[src/prs_consts.svh]
// Constants of the program store sequencer.
`ifndef PRS_CONSTS_SVH
`define PRS_CONSTS_SVH
`define PRS_AW          11
`define PRS_DW          16
`define PRS_STK_DEPTH   5
`define PRS_SP_W        3
`define PRS_VEC_RESET   11'h000
`define PRS_VEC_SERIAL  11'h001
`define PRS_VEC_TIMER   11'h002
`define PRS_VEC_EXT     11'h003
`define PRS_OPR_LSB     0
`define PRS_OPR_MSB     10
`endif

[src/prs_pkg.sv]
// Types of the program store sequencer.
package prs_pkg;
    // Flow command from the instruction decoder.
    typedef enum logic [2:0] {
        PRS_CMD_SEQ,
        PRS_CMD_JMP_DIR,
        PRS_CMD_JMP_IND,
        PRS_CMD_CALL_DIR,
        PRS_CMD_CALL_IND,
        PRS_CMD_RET,
        PRS_CMD_TABLE
    } prs_cmd_t;
    // Interrupt source selector.
    typedef enum logic [1:0] {
        PRS_IRQ_SERIAL,
        PRS_IRQ_TIMER,
        PRS_IRQ_EXT
    } prs_irq_t;
endpackage

[src/prs_addr_stack.sv]
// Five-entry address stack of the program store sequencer.
`include "prs_consts.svh"
`timescale 1ns/10ps
`default_nettype none
module prs_addr_stack (
    // Clock and reset.
    input  wire logic                  clk,
    input  wire logic                  sys_rst,
    // Stack operations.
    input  wire logic                  push,
    input  wire logic                  pop,
    input  wire logic [`PRS_AW-1:0]    push_addr,
    // Stack state.
    output logic      [`PRS_AW-1:0]    top_addr,
    output logic      [`PRS_SP_W-1:0]  depth
);
    logic [`PRS_AW-1:0]   entry_ff [`PRS_STK_DEPTH];
    logic [`PRS_SP_W-1:0] sp_ff;
    logic [`PRS_SP_W-1:0] nxt_sp;
    wire                  do_push = push && !pop;
    wire                  do_pop  = pop && !push && (sp_ff != 3'h0);

    // Pointer moves up on push and down on pop; full stack wraps.
    assign nxt_sp = do_push ? ((sp_ff == 3'h5) ? 3'h0 : sp_ff + 3'h1)
                  : do_pop ? sp_ff - 3'h1 : sp_ff;
    assign top_addr = entry_ff[(sp_ff == 3'h0) ? 3'h0 : sp_ff - 3'h1];
    assign depth    = sp_ff;

    // Pointer register.
    always_ff @(posedge clk) begin
        if (sys_rst) begin
            sp_ff <= 3'h0;
        end else begin
            sp_ff <= nxt_sp;
        end
    end

    // One write port per entry, selected by the pointer.
    genvar gi;
    generate
        for (gi = 0; gi < `PRS_STK_DEPTH; gi++) begin : g_ent
            always_ff @(posedge clk) begin
                if (sys_rst) begin
                    entry_ff[gi] <= 11'h000;
                end else if (do_push && sp_ff == 3'(gi)) begin
                    entry_ff[gi] <= push_addr;
                end
            end
        end
    endgenerate
endmodule
`default_nettype wire

[src/prs_sequencer.sv]
// Program store sequencer: next-address choice, fetch and table read.
// Functional notes
// - Indirect jumps, indirect calls and table reads reach any word 0000H to 07FFH; direct ones reach 0000H to 03FFH.
// - Each instruction is one 16-bit store word per fetch.
// - Flow is ascending one word at a time, starting at 0000H.
// - Program store is read-only; no write path exists.
// - Reset loads counter with 0000H and fetching starts there.
// - Interrupt vectors: serial 0001H, timer 0002H, external 0003H.
// - Direct jump loads counter from 11-bit operand, top bit zero.
// - Indirect jump loads counter from the pointer register.
// - Direct call target is the 11-bit operand, top bit zero.
// - Indirect call target is the pointer register value.
// - Table fetch reads store word at pointer into fetch buffer.
// - Table fetch moves all 16 bits into the fetch buffer.
// - Table fetch holds one stack level, then frees it.
// - Table fetch takes two cycles; others take one.
// - Calls push the counter plus one onto the stack before loading target.
// - Returns restore the counter from the stack top entry.
// - Accepted interrupt saves counter plus one on stack, then loads vector.
// - Address stack has five entries as wide as the counter.
`include "prs_consts.svh"
`timescale 1ns/10ps
`default_nettype none
module prs_sequencer (
    // Clock and reset.
    input  wire logic                  clk,
    input  wire logic                  sys_rst,
    // Decoder command.
    input  wire prs_pkg::prs_cmd_t     cmd,
    input  wire logic                  irq_accept,
    input  wire prs_pkg::prs_irq_t     irq_src,
    // Pointer register nibbles.
    input  wire logic [3:0]            pointer_register_n3,
    input  wire logic [3:0]            pointer_register_n2,
    input  wire logic [3:0]            pointer_register_n1,
    input  wire logic [3:0]            pointer_register_n0,
    // Program store port.
    output logic      [`PRS_AW-1:0]    rom_addr,
    input  wire logic [`PRS_DW-1:0]    rom_data,
    // Decoder side.
    output logic      [`PRS_DW-1:0]    instr_word,
    output logic                       instr_valid,
    output logic      [`PRS_AW-1:0]    instr_counter,
    output logic                       busy,
    // Fetch buffer write.
    output logic      [3:0]            fetch_buffer_n3,
    output logic      [3:0]            fetch_buffer_n2,
    output logic      [3:0]            fetch_buffer_n1,
    output logic      [3:0]            fetch_buffer_n0,
    output logic                       fetch_buffer_we,
    // Stack status.
    output logic      [`PRS_SP_W-1:0]  stack_depth
);
    typedef enum logic [1:0] {PRS_ST_RUN, PRS_ST_TBL} prs_state_t;
    prs_state_t           state_ff;
    prs_state_t           nxt_state;
    logic [`PRS_AW-1:0]   pc_ff, nxt_pc, addr_ff, nxt_addr;
    logic [`PRS_DW-1:0]   iw_ff;
    logic                 iv_ff, tbl_we_ff;
    logic [`PRS_DW-1:0]   fb_ff;
    logic [`PRS_SP_W-1:0] dep_ff;
    logic [`PRS_AW-1:0]   stk_top;
    logic [`PRS_SP_W-1:0] stk_depth;
    logic [15:0]          ptr_full;
    logic [`PRS_AW-1:0]   ptr, opr, vec, pc_inc;
    logic                 run, push, pop;

    // ==================================================================
    // Address selection.
    // ==================================================================
    // Pointer assembled from nibbles, highest nibble on top.
    assign ptr_full = {pointer_register_n3, pointer_register_n2,
                       pointer_register_n1, pointer_register_n0};
    assign ptr    = ptr_full[`PRS_AW-1:0];
    assign opr    = {1'b0, iw_ff[`PRS_OPR_MSB-1:`PRS_OPR_LSB]};
    assign pc_inc = pc_ff + 11'h001;
    assign run    = (state_ff == PRS_ST_RUN);
    // Vector chosen by source.
    assign vec = (irq_src == prs_pkg::PRS_IRQ_SERIAL) ? `PRS_VEC_SERIAL
               : (irq_src == prs_pkg::PRS_IRQ_TIMER)  ? `PRS_VEC_TIMER
               : `PRS_VEC_EXT;
    // Interrupts, calls and table fetch push; returns and table end pop.
    assign push = run && (irq_accept
                || cmd == prs_pkg::PRS_CMD_CALL_DIR
                || cmd == prs_pkg::PRS_CMD_CALL_IND
                || cmd == prs_pkg::PRS_CMD_TABLE);
    assign pop  = (!run) || (!irq_accept && cmd == prs_pkg::PRS_CMD_RET);

    // Next counter: table end restore first, then interrupt, then the decoded command.
    always_comb begin
        nxt_pc    = pc_inc;
        nxt_state = state_ff;
        nxt_addr  = pc_inc;
        if (!run) begin
            nxt_pc    = stk_top;
            nxt_state = PRS_ST_RUN;
        end else if (irq_accept) begin
            nxt_pc = vec;
        end else begin
            case (cmd)
                prs_pkg::PRS_CMD_JMP_DIR:  nxt_pc = opr;
                prs_pkg::PRS_CMD_JMP_IND:  nxt_pc = ptr;
                prs_pkg::PRS_CMD_CALL_DIR: nxt_pc = opr;
                prs_pkg::PRS_CMD_CALL_IND: nxt_pc = ptr;
                prs_pkg::PRS_CMD_RET:      nxt_pc = stk_top;
                prs_pkg::PRS_CMD_TABLE: begin
                    nxt_pc    = pc_ff;
                    nxt_state = PRS_ST_TBL;
                end
                default:                   nxt_pc = pc_inc;
            endcase
        end
        nxt_addr = (nxt_state == PRS_ST_TBL) ? ptr : nxt_pc;
    end

    // ==================================================================
    // Registers.
    // ==================================================================
    // Counter, store address and state; store is only ever read.
    always_ff @(posedge clk) begin
        if (sys_rst) begin
            pc_ff    <= `PRS_VEC_RESET;
            addr_ff  <= `PRS_VEC_RESET;
            state_ff <= PRS_ST_RUN;
        end else begin
            pc_ff    <= nxt_pc;
            addr_ff  <= nxt_addr;
            state_ff <= nxt_state;
        end
    end

    // Captured instruction word and table word.
    always_ff @(posedge clk) begin
        if (sys_rst) begin
            iw_ff     <= 16'h0000;
            iv_ff     <= 1'b0;
            fb_ff     <= 16'h0000;
            tbl_we_ff <= 1'b0;
            dep_ff    <= 3'h0;
        end else begin
            iw_ff     <= run ? rom_data : 16'h0000;
            iv_ff     <= run;
            fb_ff     <= run ? fb_ff : rom_data;
            tbl_we_ff <= !run;
            dep_ff    <= stk_depth;
        end
    end

    prs_addr_stack u_stack (
        .clk       (clk),
        .sys_rst   (sys_rst),
        .push      (push),
        .pop       (pop),
        .push_addr (run ? (cmd == prs_pkg::PRS_CMD_TABLE && !irq_accept
                           ? pc_inc : pc_inc) : pc_ff),
        .top_addr  (stk_top),
        .depth     (stk_depth)
    );

    // ==================================================================
    // Outputs.
    // ==================================================================
    assign rom_addr        = addr_ff;
    assign instr_word      = iw_ff;
    assign instr_valid     = iv_ff;
    assign instr_counter   = pc_ff;
    assign busy            = (state_ff == PRS_ST_TBL);
    assign fetch_buffer_n3 = fb_ff[15:12];
    assign fetch_buffer_n2 = fb_ff[11:8];
    assign fetch_buffer_n1 = fb_ff[7:4];
    assign fetch_buffer_n0 = fb_ff[3:0];
    assign fetch_buffer_we = tbl_we_ff;
    assign stack_depth     = dep_ff;

    // ==================================================================
    // Assertions.
    // ==================================================================
    a_reset_vector: assert property (@(posedge clk)
        sys_rst |=> pc_ff == 11'h000) else $error("reset vector wrong");
    a_seq_step: assert property (@(posedge clk) disable iff (sys_rst)
        run && !irq_accept && cmd == prs_pkg::PRS_CMD_SEQ
        |=> pc_ff == $past(pc_ff) + 11'h001) else $error("no step");
    a_irq_vec: assert property (@(posedge clk) disable iff (sys_rst)
        run && irq_accept |=> pc_ff <= 11'h003 && pc_ff != 11'h000)
        else $error("bad vector");
    a_jmp_ind: assert property (@(posedge clk) disable iff (sys_rst)
        run && !irq_accept && cmd == prs_pkg::PRS_CMD_JMP_IND
        |=> pc_ff == $past(ptr)) else $error("indirect jump wrong");
    a_jmp_dir: assert property (@(posedge clk) disable iff (sys_rst)
        run && !irq_accept && cmd == prs_pkg::PRS_CMD_JMP_DIR
        |=> pc_ff[10] == 1'b0 && pc_ff[9:0] == $past(iw_ff[9:0]))
        else $error("direct jump target wrong");
    a_table_two: assert property (@(posedge clk) disable iff (sys_rst)
        run && !irq_accept && cmd == prs_pkg::PRS_CMD_TABLE
        |=> busy ##1 !busy) else $error("table not two cycles");
    a_table_stack: assert property (@(posedge clk)
        disable iff (sys_rst)
        run && !irq_accept && cmd == prs_pkg::PRS_CMD_TABLE
        && stk_depth < 3'h4 |=> ##1 stk_depth == $past(stk_depth, 2))
        else $error("table stack level not freed");
    a_table_buf: assert property (@(posedge clk)
        disable iff (sys_rst)
        busy |=> fetch_buffer_we && fb_ff == $past(rom_data))
        else $error("buffer not loaded");
    a_call_push: assert property (@(posedge clk)
        disable iff (sys_rst)
        run && !irq_accept && cmd == prs_pkg::PRS_CMD_CALL_DIR
        && stk_depth < 3'h4 |=> stk_depth == $past(stk_depth) + 3'h1)
        else $error("call did not push");
    a_ret_restore: assert property (@(posedge clk)
        disable iff (sys_rst)
        run && !irq_accept && cmd == prs_pkg::PRS_CMD_RET
        && stk_depth != 3'h0 |=> pc_ff == $past(stk_top))
        else $error("return did not restore counter");
    a_irq_push: assert property (@(posedge clk)
        disable iff (sys_rst)
        run && irq_accept && stk_depth < 3'h5
        |=> stk_depth == $past(stk_depth) + 3'h1)
        else $error("interrupt did not save counter");
    a_call_ind: assert property (@(posedge clk)
        disable iff (sys_rst)
        run && !irq_accept && cmd == prs_pkg::PRS_CMD_CALL_IND
        |=> pc_ff == $past(ptr)) else $error("indirect call wrong");
    c_full: cover property (@(posedge clk) stk_depth == 3'h5);
    c_table: cover property (@(posedge clk) busy ##1 fetch_buffer_we);
    c_irq: cover property (@(posedge clk) run && irq_accept);
    c_ret: cover property (@(posedge clk)
        run && cmd == prs_pkg::PRS_CMD_RET && stk_depth != 3'h0);
endmodule
`default_nettype wire

[config.mk]
export PLATFORM = sky130hd
export DESIGN_NAME = prs_sequencer
export DESIGN_NICKNAME = d
export VERILOG_FILES = /design/src/prs_pkg.sv /design/src/prs_addr_stack.sv /design/src/prs_sequencer.sv
export VERILOG_INCLUDE_DIRS = /design/src
export SDC_FILE = /design/constraint.sdc
export NUM_CORES = 1
export LEC_CHECK = 0
export BUFFER_PORTS_ARGS = -buffer_cell sky130_fd_sc_hd__buf_2
export CAP_MARGIN = 25
export CORE_ASPECT_RATIO = 1.75
export CORE_UTILIZATION = 59
export CTS_CLUSTER_DIAMETER = 30
export DETAILED_ROUTE_END_ITERATION = 6
export HOLD_SLACK_MARGIN = 0.12
export PLACE_DENSITY_LB_ADDON = 0.2
export SYNTH_ARGS = -nofsm -noshare
export SYNTH_HDL_FRONTEND = slang
export SYNTH_HIERARCHICAL = 1
export SYNTH_SLANG_ARGS = --single-unit
[constraint.sdc]
create_clock -name clk -period 5.7 [get_ports clk]
set_clock_uncertainty 0.05 [all_clocks]
set_input_delay 0.57 -clock clk [delete_from_list [all_inputs] [get_ports clk]]
set_output_delay 0.57 -clock clk [all_outputs]
set_load 0.1 [all_outputs]
* Word level (Yosys, flattened, before mapping)
Memory sizes are Yosys's and may differ from the RTL's.
Index checks and enable logic that the tools add are counted.
** Word-level totals
- Register bits after elaboration :: 64
- Memory bits (writable) :: 55
- Input bits :: 40
- Output and inout port bits :: 60
- Logic and storage cells :: 95
- Memories kept :: 1
** Memories
- u_stack.entry_ff :: depth 5, bits a word 11, rd ports 1, clocked after Yosys merged registers in 0, write ports 5, line prs_addr_stack.sv:17 : logic [`PRS_AW-1:0] entry_ff [`PRS_STK_DEPTH];
** Operators by class
- $add $sub $neg :: 3
- Eq/ne operators :: 14
- Muxes and demuxes :: 36
- Bitwise logic cells :: 6
- Reductions and logical operators :: 26
** Operator list (number)
- two-way mux 11 bit :: 9
- one-hot mux 11 bit (4 select lines) :: 1
- two-way mux 1 bit :: 18
- equality test 3 bit, second input constant :: 5
- equality test 3 x 2 -> 1 bit, second input constant :: 4
- two-way mux 3 bit :: 4
- adder 11 x 1 -> 11 bit, second input constant :: 1
- logical AND 1 bit :: 10
- two-way mux 2 bit :: 4
- equality test 2 x 1 -> 1 bit, second input constant :: 3
- equality test 3 x 1 -> 1 bit, second input constant :: 2
- OR reduction 2 bit :: 3
- bitwise OR 1 bit :: 5
- logical NOT 1 bit :: 4
- logical NOT 2 bit :: 2
- logical OR 1 bit :: 4
- adder 3 x 1 -> 3 bit, second input constant :: 1
- logical NOT 3 bit :: 1
- nonzero test 3 bit :: 1
- subtractor 3 x 1 -> 3 bit, second input constant :: 1
- nonzero test 2 bit :: 1
- NOT 1 bit :: 1

* Longest topological paths before layout
- Depth in word-level cells :: 11
- Mapped depth :: 14
- Gate-level depth less buffers :: 11

* Modules after synthesis
Netlist, hierarchy kept.
** Modules (own cells, without submodules)
- prs_addr_stack :: times used 1, cells an instance 253, area each 3051.7 um2, sequential area each 1711.6 um2
- prs_sequencer :: times used 1, cells an instance 340, area each 2802.7 um2, sequential area each 1221.2 um2

* Worst setup path before layout
No wires, ideal clock.
- Path kind :: register to register
- Start point :: register pc_ff[1], in the netlist instr_counter[1]
- End point :: memory u_stack/entry_ff[0][10] in the netlist's numbering, data pin
- Library setup time :: 255 ps
- Data arrival time :: 2442 ps
- Data required time :: 5395 ps
- Path slack :: 2954 ps
- Cell stages (with the launch flop) :: 7
- Buffers on the path :: 0
- Period minus slack after synthesis :: 2746 ps
- Path through :: dfxtp_1 ha_1 nand3_1 or2_2 nor3_1 xor2_1 and2_1
** RTL lines
- start, declared :: line prs_sequencer.sv:57 : logic [`PRS_AW-1:0] pc_ff, nxt_pc, addr_ff, nxt_addr;
- start signal, assigned :: line prs_sequencer.sv:122 : pc_ff <= `PRS_VEC_RESET;
- start signal, assigned :: line prs_sequencer.sv:126 : pc_ff <= nxt_pc;
- end, declared :: line prs_addr_stack.sv:17

* Worst setup path after layout
- Start point :: register u_stack.sp_ff[0], in the netlist u_stack/depth[0]
- End point :: register addr_ff[7], in the netlist rom_addr[7]
** On the way
- Longest elaborated chain between the ends :: 7
- Elaborated cells between the ends (all ways) :: 8
- Those cells by class :: 1 x add/sub; 5 x mux; 1 x reduce/logical; 1 x memory
** RTL lines
- start, declared :: line prs_addr_stack.sv:18 : logic [`PRS_SP_W-1:0] sp_ff;
- start signal, assigned :: line prs_addr_stack.sv:34 : sp_ff <= nxt_sp;
- subtractor 3 x 1 -> 3 bit / logical NOT 3 bit (equally long branches) :: line prs_addr_stack.sv:26 : assign top_addr = entry_ff[(sp_ff == 3'h0) ? 3'h0 : sp_ff - 3'h1];
- two-way mux 3 bit (*) :: line prs_addr_stack.sv:26
- memory read (5 x 11 bit) (*)
- named net stk_top[7] :: line prs_sequencer.sv:62 : logic [`PRS_AW-1:0] stk_top;
- one-hot mux 11 bit (4 select lines) :: line prs_sequencer.sv:100 : case (cmd)
- two-way mux 11 bit :: line prs_sequencer.sv:97 : end else if (irq_accept) begin
- two-way mux 11 bit (*) :: line prs_sequencer.sv:94 : if (!run) begin
- two-way mux 11 bit (*) :: line prs_sequencer.sv:113 : nxt_addr = (nxt_state == PRS_ST_TBL) ? ptr : nxt_pc;
- end signal, assigned :: line prs_sequencer.sv:123 : addr_ff <= `PRS_VEC_RESET;
- end signal, assigned :: line prs_sequencer.sv:127 : addr_ff <= nxt_addr;
- end, declared :: line prs_sequencer.sv:57
Mark *: on every way through the listed nets, which the timed path passes. The rest lies on a longest branch.
A chain may end at the register's enable or synchronous reset.

==> key figures <==
Die
  – Core area: around 9500 sq um
  – Row cnt: 47
  – Die width: approximately 77 um
  – Initial core utilization: 0.6145
  – Die area: between 10000 and 15000 sq um
  – Chip height: about 130 um
  – IO Pins: 100

Worst hold path
  – WHS Endpoint: instr_word[1]
  – Hold path start: rom_data[1]
  – Hold Path Stages: 2
  – Hold Crit Class: primary input to flip-flop

Setup path
  – Worst r2r dst: rom_addr[7]
  – CP Max Fanout: 27
  – Crit path buffers/inverters: 2
  – Critical path class: flip-flop to flip-flop
  – R2r startpoint: u_stack/depth[0]
  – Slowest cell on crit path: mux2i_1
  – Cell Chain, Critical Path: buf_4 -> inv_1 -> ha_1 -> mux2i_1 -> o22ai_1 -> a21oi_1 -> o21ai_1 -> o21ai_0 -> a21oi_1 -> a211oi_1 -> o21ai_0 -> o22a_1
  – Worst endpoint required time: about 5900 ps
  – FF-to-FF path depth: 12
  – CP startpoint kind: flip-flop
  – Critical Path Max Stage Delay: between 700 and 800 ps
  – Arr. time, crit path: 3840 ps
  – Crit path max-delay family: compound AO/OA/AOI/OAI gates
  – Worst reg-to-reg setup slack: between 2000 and 2500 ps
  – Critical path endpoint category: flip-flop

Layout
  – Area grow syn2layout: 16.48%
  – Share of layout cells above drive strength 1: 0.2121
  – Final antenna diode count: 0
  – Layout Nets: roughly 710

GRT
  – Global route total overflow: 0
  – Vias in the first global route: 4780
  – GR Util All Layers: 0.2739
  – First-pass GRT wire length: approximately 22000 um
  – Initial antenna violation count: 0
  – Largest net degree at the start of global routing: 37

Timing
  – Final min period: 3608 ps
  – Setup Viol. Count Final: 0
  – Part of the cycle the worst path needs: 0.6329
  – Final TNS setup: 0 ps
  – RSZ-0062 raised after global routing: false
  – Pins Over Slew Limit: 0
  – Fmax: roughly 280 MHz
  – Final critical-path setup slack: 2092 ps
  – Worst slew margin: 0.2810
  – Slew @ Worst Pin: 1070 ps
  – Hold Fails Final Rpt: 0

Place
  – Port-buffer cells: 94
  – Dpl hpwl: between 9000 and 10000 um
  – Pre-CTS setup slack: 2099 ps
  – Routability cong.: 0.8695

Routing
  – Final WL: approximately 13000 um
  – DRT Pass-1 Iters: 6
  – Final ANT Viol Nets: 0
  – Initial DRC Count: between 200 and 250
  – Routed vias/inst: ~6
  – WL/cell: 16.76 um
  – DR vias: around 4700
  – DRC: 0

Pwr
  – Flop pwr share: 0.371
  – Combinational power share: 0.265
  – Maximum vdd drop: ~360 uV
  – Switching share of power: 0.3507
  – Switching Power: between 0.0009 and 0.001 W
  – Power share of the clock group: 0.364
  – Pwr Density: 399.7 nW/um^2
  – Int Power: between 0.0015 and 0.002 W
  – Leakage: around 2.8 nW

Synth
  – Syn Nets: 640
  – Synth area leader: edfxtp_1
  – Top_reg_cell synth: dfxtp_1
  – Sequential-to-total area share from yosys stat: 0.5010
  – Post-synth cell types: ~70
  – Most frequent cells after synthesis: 78 x nand2_1, 73 x and2_1, 64 x dfxtp_1, 55 x edfxtp_1, 50 x a21oi_1
  – Mapped Area: a little under 6000 sq um
  – Mapped Cells: between 500 and 600
  – Count leader, synth: nand2_1
  – Yosys warns: 6
  – #FFs+latches synth: 119
  – Synth area leaders: edfxtp_1 28%, dfxtp_1 22%, and2_1 7.8%, nand2_1 5.0%, a21oi_1 4.3%
  – Number of synthesized flops with an enable pin: 55
  – Syn_area_per_cell: 9.872 sq um
  – Post-synth top area share: 0.2821
  – Fraction of registers with async set/reset: 0

Clock tree
  – CTS tree: yes
  – CTS buffer count: 17
  – Clock net sink count: 119
  – Later-pin clock latency in the skew report: 400 ps
  – Hold_buf cts: 0
  – CTS root buf: clkbuf_16
  – CTS max path bufs: 2
  – Post-CTS setup buffer count: 0
  – H-tree depth: 4
  – Cts repair resizes: 0
  – CTS clock-pin slew for the worst setup and hold paths: roughly 50 ps

Flow run
  – Number of max-cap violations: 0

Outcome
  – Status: complete, no violations
[power by group through the flow]
stage	Clock (W)	Combinational [W]	Sequential [W]
detailed placement	0	0.000710	0.00103
finish	0.000992	0.000722	0.00101
global placement	0	0.000697	0.00102
CTS	0.00100	0.000715	0.00101
global route	0.00104	0.000766	0.00102
floorplan	0	0.000338	0.00129
[routing by layer]
| metal | vias up | GRT usage | share of wire |
|---|---|---|---|
| met1 | 2235 | 0.2706 | 0.37 |
| li1 | 2241 | - | - |
| met2 | 172 | 0.5167 | 0.57 |
| met4 | 0 | 0.1541 | 0.024 |
| met5 | - | 0 | 0 |
| met3 | 32 | 0.05782 | 0.046 |
[through the flow]
| stage | cell area (sq um) | util | power (W) | hold WS [ps] | instances |
|---|---|---|---|---|---|
| 3_5_place_dp | 6237 | 0.6547 | 0.001736 | 391.3 | 767 |
| 3_3_place_gp | 6237 | 0.6547 | 0.001719 | 385.4 | 767 |
| 6_report | 6819 | 0.7158 | 0.002725 | 331.1 | 801 |
| 4_1_cts | 6804 | 0.7142 | 0.002725 | 321.8 | 799 |
| 2_1_floorplan | 5854 | - | 0.001624 | 432.3 | 593 |
| 5_1_grt | 6819 | 0.7158 | 0.002826 | 329.3 | 801 |
[layout by cell type (no fill, tap or decap), types with 4 or more instances in the layout]
cell,instances
clkbuf_1,4
xor2_1,7
dfxtp_1,64
buf_2,94
a21oi_1,50
o21ai_0,26
edfxtp_1,55
nand2_1,78
o31a_1,4
nor3_1,13
buf_4,6
o31ai_1,5
o21ai_1,6
nand3_1,5
o22ai_1,10
a211oi_1,5
nand2b_1,6
nor2b_1,7
ha_1,7
clkbuf_16,19
and2_1,73
xnor2_1,7
o21a_1,4
inv_1,10
mux2i_1,22
o22a_1,10
nor2_1,14
o211ai_1,4
[cell type report]
type,instances,area [sq um]
flip-flops and latches,119,2933
fillers,729,2708
multi-input cells,418,2614
clock buffers,26,531.8
repair buffers,100,515.5
well taps,122,152.6
inverters,10,37.54
clock inverters,6,35.03
[registers in the layout (all words and copies together), names as in the netlist]
name and flops:
instr_counter 11, u_stack/entry_ff 55, fb_ff 16, state_ff 2, stack_depth 3, instr_word 16, rom_addr 11, u_stack/depth 3
fetch_buffer_we 1, instr_valid 1
[worst max path at each step]
stage	from	endpoint	depth (start not counted)	slack, ps
3_5_place_dp	cmd[2]	u_stack/entry_ff[1][5]	6	2100
5_1_grt	u_stack/depth[0]	rom_addr[7]	12	1820
4_1_cts	u_stack/depth[0]	rom_addr[7]	12	2110
3_3_place_gp	cmd[2]	u_stack/entry_ff[1][5]	6	2180
2_1_floorplan	instr_counter[1]	u_stack/entry_ff[0][10]	6	2950
6_report	u_stack/depth[0]	rom_addr[7]	12	2090
[cells by family after synthesis]
family,share of synthesized area
compound gates,0.1603
mux,0.03761
fa+ha+maj,0.01496
buf+inv,0.05258
flops,0.5010
other cells,0.0006405
xor+xnor,0.02095
simple gates,0.2120
Note: power is estimated with default switching activity, not from simulation.
